===== src/pbspr_regs.svh =====
// Purpose: Offsets, field positions and reset values of the port B block.
// Assumes: Printed offsets are word indices; byte address is four times.
// Notes: Definitions only.
`ifndef PBSPR_REGS_SVH
`define PBSPR_REGS_SVH
`define PBSPR_IDX_LATCH 16'h000b
`define PBSPR_IDX_PIN_READ 16'h0018
`define PBSPR_IDX_DIR 16'h0f25
`define PBSPR_IDX_ALT 16'h0f3f
`define PBSPR_IDX_DRIVE 16'h0f4c
`define PBSPR_IDX_ROUTE 16'h0fcb
`define PBSPR_IDX_IRQ_STAT 16'h1000
`define PBSPR_IDX_IRQ_MASK 16'h1001
`define PBSPR_ADR(idx) ((idx) << 2)
`define PBSPR_MASK_PORT 8'hf0
`define PBSPR_MASK_ALT 8'h70
`define PBSPR_MASK_ROUTE 8'hd3
`define PBSPR_MASK_IRQ 8'hf1
`define PBSPR_RST_PORT 4'h0
`define PBSPR_RST_ROUTE 8'h00
`define PBSPR_POS_TIMER 6
`define PBSPR_POS_GROUP 4
`define PBSPR_POS_PAIR 0
`define PBSPR_POS_ROUTE_EVT 0
`endif


===== src/pbspr_pkg.sv =====
// Purpose: Types shared by the port B block.
// Assumes: Nothing beyond the header.
// Notes: Encodings follow the routing register fields.
package pbspr_pkg;
	// Which two serial units are switched on.
	typedef enum logic [1:0] {
		PAIR_UART_TWI = 2'h0,
		PAIR_UART_SYNC = 2'h1,
		PAIR_SYNC_TWI = 2'h2,
		PAIR_RESERVED = 2'h3
	} pbspr_pair_type;
	// Source of the timer A0 capture input.
	typedef enum logic [1:0] {
		TMR_P72 = 2'h0,
		TMR_P21 = 2'h1,
		TMR_P91 = 2'h2,
		TMR_RESERVED = 2'h3
	} pbspr_timer_type;
endpackage : pbspr_pkg


===== src/pbspr_route_if.sv =====
// Purpose: Carries the routing decisions from the router to the port logic.
// Assumes: One router drives, the port top consumes.
// Notes: Pure wiring, no state.
`timescale 1ns/100ps
interface pbspr_route_if;
	logic uart_en; // Asynchronous unit active.
	logic sync_en; // Synchronous unit active.
	logic twi_en; // Two-wire unit active.
	logic [2:0] pb_alt_ok; // Pins 6..4 may carry a unit output.
	logic [2:0] pb_alt_data; // Unit output levels for pins 6..4.
	logic [2:0] p2_alt_en; // Port 2 pins 2..0 handed to a unit.
	logic [2:0] p2_alt_data; // Unit output levels for port 2 pins 2..0.
	logic uart_rx; // Routed asynchronous receive input.
	logic sync_rx; // Routed synchronous data input.
	logic timer_in; // Routed timer A0 capture input.
	logic slot_rx_irq; // Receive or synchronous interrupt slot.
	logic slot_sh_irq; // Two-wire or synchronous interrupt slot.
	modport router (output uart_en, sync_en, twi_en, pb_alt_ok,
		pb_alt_data, p2_alt_en, p2_alt_data, uart_rx, sync_rx, timer_in,
		slot_rx_irq, slot_sh_irq);
	modport port (input uart_en, sync_en, twi_en, pb_alt_ok,
		pb_alt_data, p2_alt_en, p2_alt_data, uart_rx, sync_rx, timer_in,
		slot_rx_irq, slot_sh_irq);
endinterface : pbspr_route_if


===== src/pbspr_pin_cell.sv =====
// Purpose: One port B pin: output select, drive type and read-back.
// Assumes: Pin level is synchronous to the clock.
// Notes: Combinational; the top registers the results.
`timescale 1ns/100ps
module pbspr_pin_cell
(
	input wire logic latch_in,
	input wire logic dir_in,
	input wire logic open_drain_in,
	input wire logic alt_sel_in,
	input wire logic alt_data_in,
	input wire logic pin_in,
	output logic out_out,
	output logic oe_out,
	output logic read_out
);
	logic data; // Level that output mode asks for.

	// A unit output replaces the latch only while its route is live.
	always_comb
	begin
		data = alt_sel_in ? alt_data_in : latch_in;
		// Open drain only ever pulls low; a high level floats.
		oe_out = dir_in & (~open_drain_in | ~data);
		out_out = data & ~open_drain_in;
		// Push-pull output reads zero, else the live pin is returned.
		read_out = pin_in & (~dir_in | open_drain_in);
	end
endmodule : pbspr_pin_cell


===== src/pbspr_route.sv =====
// Purpose: Picks the active serial pair, pin group, irq slots, timer input.
// Assumes: Software changes routing only while the units are stopped.
// Notes: Combinational; reserved codes switch everything off.
`timescale 1ns/100ps
module pbspr_route
(
	input wire pbspr_pkg::pbspr_pair_type pair_in,
	input wire logic group_in,
	input wire pbspr_pkg::pbspr_timer_type timer_sel_in,
	input wire logic sclk_in,
	input wire logic so_in,
	input wire logic tx_in,
	input wire logic pb5_in,
	input wire logic p21_in,
	input wire logic p72_in,
	input wire logic p91_in,
	input wire logic rx_irq_in,
	input wire logic sync_irq_in,
	input wire logic twi_irq_in,
	pbspr_route_if.router rt
);
	logic data0; // Shared data output of the group.
	logic rx_pin; // Shared receive pin of the chosen group.
	logic sync_pins; // Sync unit owns the shared pin group.

	// Unit pairing, pin group and interrupt slot mapping.
	always_comb
	begin
		rt.uart_en = (pair_in == pbspr_pkg::PAIR_UART_TWI) |
			(pair_in == pbspr_pkg::PAIR_UART_SYNC);
		rt.sync_en = (pair_in == pbspr_pkg::PAIR_UART_SYNC) |
			(pair_in == pbspr_pkg::PAIR_SYNC_TWI);
		rt.twi_en = (pair_in == pbspr_pkg::PAIR_UART_TWI) |
			(pair_in == pbspr_pkg::PAIR_SYNC_TWI);
		// In the sync-plus-two-wire pair the data pin carries sync data.
		data0 = (pair_in == pbspr_pkg::PAIR_SYNC_TWI) ? so_in : tx_in;
		// Beside the UART the sync unit uses other pins, so the group
		// carries sync clock and data only in the sync-plus-two-wire pair.
		sync_pins = (pair_in == pbspr_pkg::PAIR_SYNC_TWI);
		rx_pin = group_in ? pb5_in : p21_in;
		rt.pb_alt_ok = {3{group_in}} & {sync_pins, rt.uart_en,
			rt.uart_en | (pair_in == pbspr_pkg::PAIR_SYNC_TWI)};
		rt.pb_alt_data = {sclk_in, tx_in, data0};
		rt.p2_alt_en = {3{~group_in}} & {sync_pins, 1'b0,
			rt.uart_en | (pair_in == pbspr_pkg::PAIR_SYNC_TWI)};
		rt.p2_alt_data = {sclk_in, 1'b0, data0};
		rt.uart_rx = rt.uart_en & rx_pin;
		rt.sync_rx = sync_pins & rx_pin;
		// The sync unit borrows whichever slot its partner leaves free.
		rt.slot_rx_irq = (pair_in == pbspr_pkg::PAIR_SYNC_TWI) ?
			sync_irq_in : (rt.uart_en & rx_irq_in);
		rt.slot_sh_irq = (pair_in == pbspr_pkg::PAIR_UART_SYNC) ?
			sync_irq_in : (rt.twi_en & twi_irq_in);
		case (timer_sel_in)
			pbspr_pkg::TMR_P72: rt.timer_in = p72_in;
			pbspr_pkg::TMR_P21: rt.timer_in = p21_in;
			pbspr_pkg::TMR_P91: rt.timer_in = p91_in;
			default: rt.timer_in = 1'b0;
		endcase
	end
endmodule : pbspr_route


===== src/pbspr_top.sv =====
// Purpose: Port B pins 7..4 with serial routing, behind an APB slave.
// Assumes: Pins and unit signals are synchronous to sys_clk_in.
// Notes: Every output is a flip-flop; clk_en_in low freezes all state.
//
// Contract
// - Output mode drives the latch level.
// - Direction bit one selects output mode.
// - Function bits hand pins to units.
// - Drive bit one selects open drain.
// - Pin read zero for push-pull output.
// - Exactly two serial units active; the reserved pair code leaves none active.
// - Pair field picks the unit pair.
// - Group bit picks port 2 or B.
// - Timer field picks capture input.
// - Routing also remaps serial interrupts.
// - Receive and transmit follow the group.
`include "pbspr_regs.svh"
`timescale 1ns/100ps
module pbspr_top
(
	input wire logic sys_clk_in,
	input wire logic rst_n_in,
	input wire logic clk_en_in,
	input wire logic psel_in,
	input wire logic penable_in,
	input wire logic pwrite_in,
	input wire logic [15:0] paddr_in,
	input wire logic [31:0] pwdata_in,
	output logic [31:0] prdata_out,
	output logic pready_out,
	output logic pslverr_out,
	input wire logic [3:0] pb_pin_in,
	output logic [3:0] pb_pin_out,
	output logic [3:0] pb_pin_oe_out,
	input wire logic [2:0] p2_pin_in,
	input wire logic p72_pin_in,
	input wire logic p91_pin_in,
	input wire logic sync_serial_clock_in,
	input wire logic sync_serial_out_in,
	input wire logic uart_transmit_in,
	input wire logic receive_interrupt_in,
	input wire logic sync_serial_interrupt_in,
	input wire logic two_wire_interrupt_in,
	output logic [2:0] p2_alt_en_out,
	output logic [2:0] p2_alt_data_out,
	output logic uart_receive_out,
	output logic sync_serial_in_out,
	output logic timer_a0_capture_out,
	output logic async_serial_en_out,
	output logic sync_serial_en_out,
	output logic two_wire_en_out,
	output logic receive_slot_irq_out,
	output logic shared_slot_irq_out,
	output logic irq_out
);

	////////////////////////////////////////////////////////////////////////
	// Registers.

	logic [3:0] latch_ff; // Output latch, bits 7..4.
	logic [3:0] dir_ff; // Direction, bits 7..4.
	logic [2:0] alt_ff; // Alternate function, bits 6..4.
	logic [3:0] drive_ff; // Drive type, bits 7..4.
	logic [7:0] route_ff; // Serial routing register.
	logic [7:0] stat_ff; // Sticky event status.
	logic [7:0] mask_ff; // Interrupt mask, same layout.
	logic [3:0] pin_prev_ff; // Pin levels of the previous cycle.
	logic pin_prev_ok_ff; // Previous pin levels are valid.
	logic [31:0] prdata_ff; // Registered read data.
	logic pready_ff; // Registered ready.
	logic pslverr_ff; // Registered error.

	logic [7:0] nxt_stat; // Status after events and clears.
	logic [7:0] rd_data; // Read mux result.
	logic rd_hit; // Address decodes to a register.
	logic setup; // APB setup phase seen this cycle.
	logic wr_done; // APB write completes at this edge.
	logic [7:0] wbyte; // Low byte of write data.
	logic [3:0] cell_out; // Pin cell drive levels.
	logic [3:0] cell_oe; // Pin cell enables.
	logic [3:0] cell_read; // Pin cell read-back.
	logic [3:0] alt_sel; // Per-pin alternate select.
	logic [3:0] alt_data; // Per-pin alternate level.
	logic [3:0] pin_evt; // Input pin change events.
	logic route_evt; // Routing register write changed a value.
	pbspr_pkg::pbspr_pair_type pair; // Decoded pair field.
	pbspr_pkg::pbspr_timer_type tsel; // Decoded timer field.

	pbspr_route_if rt (); // Routing results.

	////////////////////////////////////////////////////////////////////////
	// Bus decode.

	// Setup and write strobes derived from the APB handshake.
	always_comb
	begin
		setup = psel_in & ~penable_in;
		wr_done = psel_in & penable_in & pready_ff & pwrite_in;
		wbyte = pwdata_in[7:0];
	end

	// Read mux; the pin-read register returns live levels.
	always_comb
	begin
		rd_hit = 1'b1;
		case (paddr_in)
			`PBSPR_ADR(`PBSPR_IDX_LATCH): rd_data = {latch_ff, 4'h0};
			`PBSPR_ADR(`PBSPR_IDX_PIN_READ):
				rd_data = {cell_read, 4'h0};
			`PBSPR_ADR(`PBSPR_IDX_DIR): rd_data = {dir_ff, 4'h0};
			`PBSPR_ADR(`PBSPR_IDX_ALT):
				rd_data = {1'b0, alt_ff, 4'h0};
			`PBSPR_ADR(`PBSPR_IDX_DRIVE): rd_data = {drive_ff, 4'h0};
			`PBSPR_ADR(`PBSPR_IDX_ROUTE): rd_data = route_ff;
			`PBSPR_ADR(`PBSPR_IDX_IRQ_STAT): rd_data = stat_ff;
			`PBSPR_ADR(`PBSPR_IDX_IRQ_MASK): rd_data = mask_ff;
			default:
			begin
				// Unmapped addresses read zero and flag an error.
				rd_data = 8'h00;
				rd_hit = 1'b0;
			end
		endcase
	end

	// Ready rises after setup so every access has one access cycle.
	always_ff @(posedge sys_clk_in or negedge rst_n_in)
	begin
		if (!rst_n_in)
		begin
			pready_ff <= 1'b0;
			pslverr_ff <= 1'b0;
			prdata_ff <= 32'h00000000;
		end
		else if (clk_en_in)
		begin
			pready_ff <= setup;
			pslverr_ff <= setup & ~rd_hit;
			// Read data is caught in setup and held through the access.
			if (setup)
			begin
				prdata_ff <= {24'h000000, rd_data};
			end
		end
	end

	////////////////////////////////////////////////////////////////////////
	// Port registers.

	// Software writes to the port control registers.
	always_ff @(posedge sys_clk_in or negedge rst_n_in)
	begin
		if (!rst_n_in)
		begin
			latch_ff <= `PBSPR_RST_PORT;
			dir_ff <= `PBSPR_RST_PORT;
			alt_ff <= 3'h0;
			drive_ff <= `PBSPR_RST_PORT;
		end
		else if (clk_en_in && wr_done)
		begin
			// Only implemented bits are kept.
			case (paddr_in)
				`PBSPR_ADR(`PBSPR_IDX_LATCH):
					latch_ff <= wbyte[7:4];
				`PBSPR_ADR(`PBSPR_IDX_DIR):
					dir_ff <= wbyte[7:4];
				`PBSPR_ADR(`PBSPR_IDX_ALT):
					alt_ff <= wbyte[6:4];
				`PBSPR_ADR(`PBSPR_IDX_DRIVE):
					drive_ff <= wbyte[7:4];
				default:
				begin
					// Other addresses leave the port registers alone.
				end
			endcase
		end
	end

	// Routing register; unimplemented bits are masked off on write.
	always_ff @(posedge sys_clk_in or negedge rst_n_in)
	begin
		if (!rst_n_in)
		begin
			route_ff <= `PBSPR_RST_ROUTE;
		end
		else if (clk_en_in && wr_done &&
			paddr_in == `PBSPR_ADR(`PBSPR_IDX_ROUTE))
		begin
			route_ff <= wbyte & `PBSPR_MASK_ROUTE;
		end
	end

	// Field decode of the routing register.
	always_comb
	begin
		pair = pbspr_pkg::pbspr_pair_type'(route_ff[`PBSPR_POS_PAIR +: 2]);
		tsel = pbspr_pkg::pbspr_timer_type'(route_ff[`PBSPR_POS_TIMER +: 2]);
		// A write that changes routing is an event for software.
		route_evt = wr_done & (paddr_in == `PBSPR_ADR(`PBSPR_IDX_ROUTE)) &
			((wbyte & `PBSPR_MASK_ROUTE) != route_ff);
	end

	////////////////////////////////////////////////////////////////////////
	// Routing and pins.

	// Serial pair, pin group, interrupt slots and timer input.
	pbspr_route u_route
	(
		.pair_in(pair),
		.group_in(route_ff[`PBSPR_POS_GROUP]),
		.timer_sel_in(tsel),
		.sclk_in(sync_serial_clock_in),
		.so_in(sync_serial_out_in),
		.tx_in(uart_transmit_in),
		.pb5_in(pb_pin_in[1]),
		.p21_in(p2_pin_in[1]),
		.p72_in(p72_pin_in),
		.p91_in(p91_pin_in),
		.rx_irq_in(receive_interrupt_in),
		.sync_irq_in(sync_serial_interrupt_in),
		.twi_irq_in(two_wire_interrupt_in),
		.rt(rt.router)
	);

	// Pin 7 has no alternate function; pins 6..4 need function and route.
	always_comb
	begin
		alt_sel = {1'b0, alt_ff & rt.pb_alt_ok};
		alt_data = {1'b0, rt.pb_alt_data};
	end

	// One cell per pin.
	genvar gi;
	generate
		for (gi = 0; gi < 4; gi = gi + 1)
		begin : g_pin
			pbspr_pin_cell u_cell
			(
				.latch_in(latch_ff[gi]),
				.dir_in(dir_ff[gi]),
				.open_drain_in(drive_ff[gi]),
				.alt_sel_in(alt_sel[gi]),
				.alt_data_in(alt_data[gi]),
				.pin_in(pb_pin_in[gi]),
				.out_out(cell_out[gi]),
				.oe_out(cell_oe[gi]),
				.read_out(cell_read[gi])
			);
		end
	endgenerate

	// Pin and unit outputs, registered so every output is a flip-flop.
	always_ff @(posedge sys_clk_in or negedge rst_n_in)
	begin
		if (!rst_n_in)
		begin
			pb_pin_out <= 4'h0;
			pb_pin_oe_out <= 4'h0;
			p2_alt_en_out <= 3'h0;
			p2_alt_data_out <= 3'h0;
			uart_receive_out <= 1'b0;
			sync_serial_in_out <= 1'b0;
			timer_a0_capture_out <= 1'b0;
			async_serial_en_out <= 1'b0;
			sync_serial_en_out <= 1'b0;
			two_wire_en_out <= 1'b0;
			receive_slot_irq_out <= 1'b0;
			shared_slot_irq_out <= 1'b0;
		end
		else if (clk_en_in)
		begin
			pb_pin_out <= cell_out;
			pb_pin_oe_out <= cell_oe;
			p2_alt_en_out <= rt.p2_alt_en;
			p2_alt_data_out <= rt.p2_alt_data;
			uart_receive_out <= rt.uart_rx;
			sync_serial_in_out <= rt.sync_rx;
			timer_a0_capture_out <= rt.timer_in;
			async_serial_en_out <= rt.uart_en;
			sync_serial_en_out <= rt.sync_en;
			two_wire_en_out <= rt.twi_en;
			receive_slot_irq_out <= rt.slot_rx_irq;
			shared_slot_irq_out <= rt.slot_sh_irq;
		end
	end

	////////////////////////////////////////////////////////////////////////
	// Events and interrupt.

	// Change detection on pins that are in input mode.
	// The first enabled edge after reset only primes the history, so a
	// pin that idles high is not taken for an edge.
	always_ff @(posedge sys_clk_in or negedge rst_n_in)
	begin
		if (!rst_n_in)
		begin
			pin_prev_ff <= 4'h0;
			pin_prev_ok_ff <= 1'b0;
		end
		else if (clk_en_in)
		begin
			pin_prev_ff <= pb_pin_in;
			pin_prev_ok_ff <= 1'b1;
		end
	end

	// Write-one clears; a new event in the same cycle wins.
	always_comb
	begin
		pin_evt = (pb_pin_in ^ pin_prev_ff) & ~dir_ff & {4{pin_prev_ok_ff}};
		nxt_stat = stat_ff;
		if (wr_done && paddr_in == `PBSPR_ADR(`PBSPR_IDX_IRQ_STAT))
		begin
			nxt_stat = stat_ff & ~(wbyte & `PBSPR_MASK_IRQ);
		end
		nxt_stat[7:4] = nxt_stat[7:4] | pin_evt;
		nxt_stat[`PBSPR_POS_ROUTE_EVT] =
			nxt_stat[`PBSPR_POS_ROUTE_EVT] | route_evt;
	end

	// Status, mask and the level interrupt.
	always_ff @(posedge sys_clk_in or negedge rst_n_in)
	begin
		if (!rst_n_in)
		begin
			stat_ff <= 8'h00;
			mask_ff <= 8'h00;
			irq_out <= 1'b0;
		end
		else if (clk_en_in)
		begin
			stat_ff <= nxt_stat;
			if (wr_done && paddr_in == `PBSPR_ADR(`PBSPR_IDX_IRQ_MASK))
			begin
				mask_ff <= wbyte & `PBSPR_MASK_IRQ;
			end
			irq_out <= |(nxt_stat & mask_ff);
		end
	end

	// Bus outputs come straight from their flip-flops.
	always_comb
	begin
		prdata_out = prdata_ff;
		pready_out = pready_ff;
		pslverr_out = pslverr_ff;
	end
endmodule : pbspr_top


===== config.mk =====
export PLATFORM = sky130hd
export DESIGN_NAME = pbspr_top
export DESIGN_NICKNAME = d
export VERILOG_FILES = /design/src/pbspr_pkg.sv /design/src/pbspr_route_if.sv /design/src/pbspr_pin_cell.sv /design/src/pbspr_route.sv /design/src/pbspr_top.sv
export VERILOG_INCLUDE_DIRS = /design/src
export SDC_FILE = /design/constraint.sdc
export NUM_CORES = 1
export LEC_CHECK = 0
export ABC_AREA = 1
export ABC_CLOCK_PERIOD_IN_PS = 1350
export BUFFER_PORTS_ARGS = -buffer_cell sky130_fd_sc_hd__buf_2
export CAP_MARGIN = 20
export CELL_PAD_IN_SITES_DETAIL_PLACEMENT = 2
export CELL_PAD_IN_SITES_GLOBAL_PLACEMENT = 2
export CORE_MARGIN = 10
export CORE_UTILIZATION = 26
export CTS_BUF_LIST = sky130_fd_sc_hd__clkbuf_4
export CTS_CLUSTER_SIZE = 8
export DETAILED_ROUTE_END_ITERATION = 10
export PLACE_DENSITY = 0.77
export SETUP_SLACK_MARGIN = 0.1
export SLEW_MARGIN = 20
export SYNTH_ARGS = -nofsm -noshare
export SYNTH_HDL_FRONTEND = slang
export SYNTH_SLANG_ARGS = --single-unit

===== constraint.sdc =====
create_clock -name sys_clk_in -period 1.35 [get_ports sys_clk_in]
set_input_delay 0.135 -clock sys_clk_in [delete_from_list [all_inputs] [get_ports sys_clk_in]]
set_output_delay 0.135 -clock sys_clk_in [all_outputs]
set_load 0.01 [all_outputs]

==> flow_metrics.py <==
metrics = {
    "outcome": {
        "outcome": "finished, violations left",
        "violations": "setup timing",
    },
    "synthesis": {
        "async_reset_ff_share_pct": 100,
        "syn-instance-count": 481,
        "synth_fa_ha_area_share_pct": 1.36,
        "synth_area_leader_cell": "dfrtp_1",
        "seq_area_frac_synth_pct": 43.7,
        "netlist_area_sq_um": 3670,
        "muxShareOfSynthArea_pct": 0.307,
        "synth_most_common_cell": "nand2_1",
        "syn_area_per_cell_sq_um": 7.63,
        "synthTopCellsByArea": "dfrtp_1, nand2_1, o21ai_0",
        "synth_edf_count": 0,
        "synth_cell_types": 37,
        "synth_xor_area_share_pct": 0.716,
        "yosys_most_used_dff": "dfrtp_1",
        "synth_top_area_share_pct": 43.7,
        "synth_compound_area_share_pct": 11.4,
        "ys_top_cells_by_count": "nand2_1, dfrtp_1, o21ai_0",
        "synth-simple-area-share_pct": 31.4,
        "synth_top_family_by_area": "simple AND/OR/NAND/NOR gates",
        "synth-seq-cells": 64,
        "yosysWarnings": 0,
    },
    "worst_setup_path": {
        "arrival_ns": 1.85,
        "crit_type": "flip-flop to flip-flop",
        "critPathCaptureType": "flip-flop",
        "crit_fanout": 4,
        "max_stage_delay_ns": 0.51,
        "worstPathRequired_ns": 1.70,
        "cp_cell_sequence": "inv_4, ha_4, inv_4, nand2_4, nand3_4, o21ai_4, nand2_1, nand3_1, nand2_1",
        "slowest_stage": "dfrtp_2",
        "cp-start-kind": "flip-flop",
    },
    "routing": {
        "first_pass_iters": 4,
        "dr_total_vias": 3844,
        "vias_per_cell": 4.70,
        "wirelength_um": 15600,
        "drc": 0,
        "ant_nets": 0,
        "drt_iter0_markers": 203,
        "wl_per_cell_um": 19.1,
    },
    "global_route": {
        "grt_pass1_vias": 4402,
        "grt_use_total_pct": 15.5,
        "grt_pass1_wl_um": 24300,
        "grt_antenna_before_repair": 1,
        "overflow": 0,
        "grt_max_degree": 65,
    },
    "die": {
        "die_x_um": 139,
        "core_sq_um": 13800,
        "die_area_sq_um": 19300,
        "row_count": 43,
        "io_pins": 126,
        "die_h_um": 139,
        "start_util_pct": 26.5,
    },
    "final_layout": {
        "area_growth_pct": 43.6,
        "layout-drive-gt1-share_pct": 36.7,
        "fin_area_sq_um": 5270,
        "post-route-util_pct": 38.1,
        "layout.nets": 705,
        "ff_latch_area_sq_um": 1600,
        "fin_cells": 818,
        "multiInputGateArea_sq_um": 2080,
        "num-fill-cells": 1577,
    },
    "power": {
        "p_per_area_nw_per_um2": 772,
        "total_power_mw": 4.07,
        "irDropWorstVdd_v": 0.000328,
        "leakage_nw": 2.59,
    },
    "cts": {
        "clk_pin_slew_worst_paths_ns": 0.14,
        "numCtsBuffers": 9,
        "cts.sinks": 64,
        "cts_tree": "done",
        "htreeDepth": 3,
        "clock_path_buffers": 2,
        "insertion_delay_ns": 0.45,
        "root_buffer": "clkbuf_4",
    },
    "place": {
        "dp.final_hpwl_um": 11500,
        "dpl-instance-area_sq_um": 4580,
        "io_buffer_count": 69,
        "place.gp.congestion": 0.872,
        "placed_cells": 777,
    },
    "sta": {
        "final_max_slew_viol_count": 0,
        "setup_ws_ns": -0.147,
        "tightest_slew_ns": 0.766,
        "fin_setup_tns_ns": -1.93,
        "min_period_over_period_pct": 111,
        "relSlewSlack_pct": 48.6,
        "period_minus_slack_ns": 1.50,
        "finalClockSkew_ns": 0.0251,
        "setup_viol_count_final": 33,
        "rsz0062_at_grt": "true",
        "hold_viol_final": 0,
        "max_freq_ghz": 0.668,
    },
    "min_path": {
        "hold_class": "input port to flip-flop",
    },
    "flow_run": {
        "maxCapViolations": 0,
    },
}
cell type report:
cell class,instances,area share [%]
sequential,64,30.5
inverter,45,3.75
antenna,1,0.0475
clock buffer,9,1.28
tap,180,4.28
multi-input combinational,366,39.5
timing repair buffer,146,19.3
clock inverter,7,1.35
state kept, by name, indices dropped and copies added (netlist names), 2 cells and up:
register / flops
p2_alt_data_out: 2
stat_ff: 5
route_ff: 5
alt_ff: 3
prdata_out: 6
pin_prev_ff: 4
mask_ff: 5
dir_ff: 4
drive_ff: 4
pb_pin_oe_out: 4
p2_alt_en_out: 2
pb_pin_out: 4
latch_ff: 4
final timing paths:
check                            startpoint                to  slack, ns  depth (start not counted)
setup / recovery                route_ff[1]  pb_pin_oe_out[1]      -0.15                          9
hold / removal                 pwdata_in[6]         dir_ff[2]       0.02                          3
setup reg to reg                route_ff[1]  pb_pin_oe_out[1]      -0.15                          9
hold reg to reg            p2_alt_en_out[2]  p2_alt_en_out[2]       0.50                          2
max in group asynchronous          rst_n_in         dir_ff[3]       0.81                          3
min in group asynchronous          rst_n_in     pb_pin_out[0]       0.24                          3
critical path: cells and delay by family, from the launching register on:
kind	cells	cell delay, ns
flip-flops	1	0.51
AND/OR/NAND/NOR	5	0.42
AO/OA/AOI/OAI	1	0.17
adder cells (fa/ha/maj)	1	0.15
buffers and inverters	2	0.14
stage by stage:
stage	hold slack [ns]	setup slack, ns
finish	0.0188	-0.147
global route	0.0126	-0.230
CTS	0.000402	-0.0951
detailed placement	0.186	-0.250
global placement	0.182	-0.193
floorplan	-0.161	-0.0117
cells by family after synthesis:
family	count (synthesis)
simple gates	250
buf+inv	80
compound gates	78
flops	64
fa+ha+maj	4
xor+xnor	3
other cells	1
mux	1
cell usage in the layout, fill, tap and decap left out, types with 14 or more instances in the layout:
cell type / count
dfrtp_1: 62
conb_1: 28
o21ai_0: 27
dlygate4sd3_1: 14
buf_2: 68
nand3_1: 22
buf_4: 56
nand2_1: 140
o21ai_1: 23
inv_1: 30
nor2_1: 29
what timing repair did:
item,4_1_cts,5_1_grt
setup endpoints to repair,46,48
cloned,0,2
hold endpoints to repair,75,0
pin swaps,10,18
hold buffers,14,0
setup buffers,5,6
resized for setup,46,47
layer usage:
layer  routed length (um)  track usage [%]  part of all wire, %  vias up
met3                  697             3.25                  4.5       14
met2                 8120             27.4                   52      103
met4                  237             4.39                  1.5        0
met1                 6580             18.5                   42     1916
li1                     -                -                    -     1811
met5                    0                0                    0        -
report_power, final:
| group | switching, mW | internal, mW | leakage [nW] |
|---|---|---|---|
| logic | 0.401 | 0.241 | 1.71 |
| registers | 0.0458 | 1.99 | 0.809 |
| clock network | 0.832 | 0.563 | 0.0700 |
| total | 1.28 | 2.79 | 2.59 |
Power figures use the tool's default switching activity.
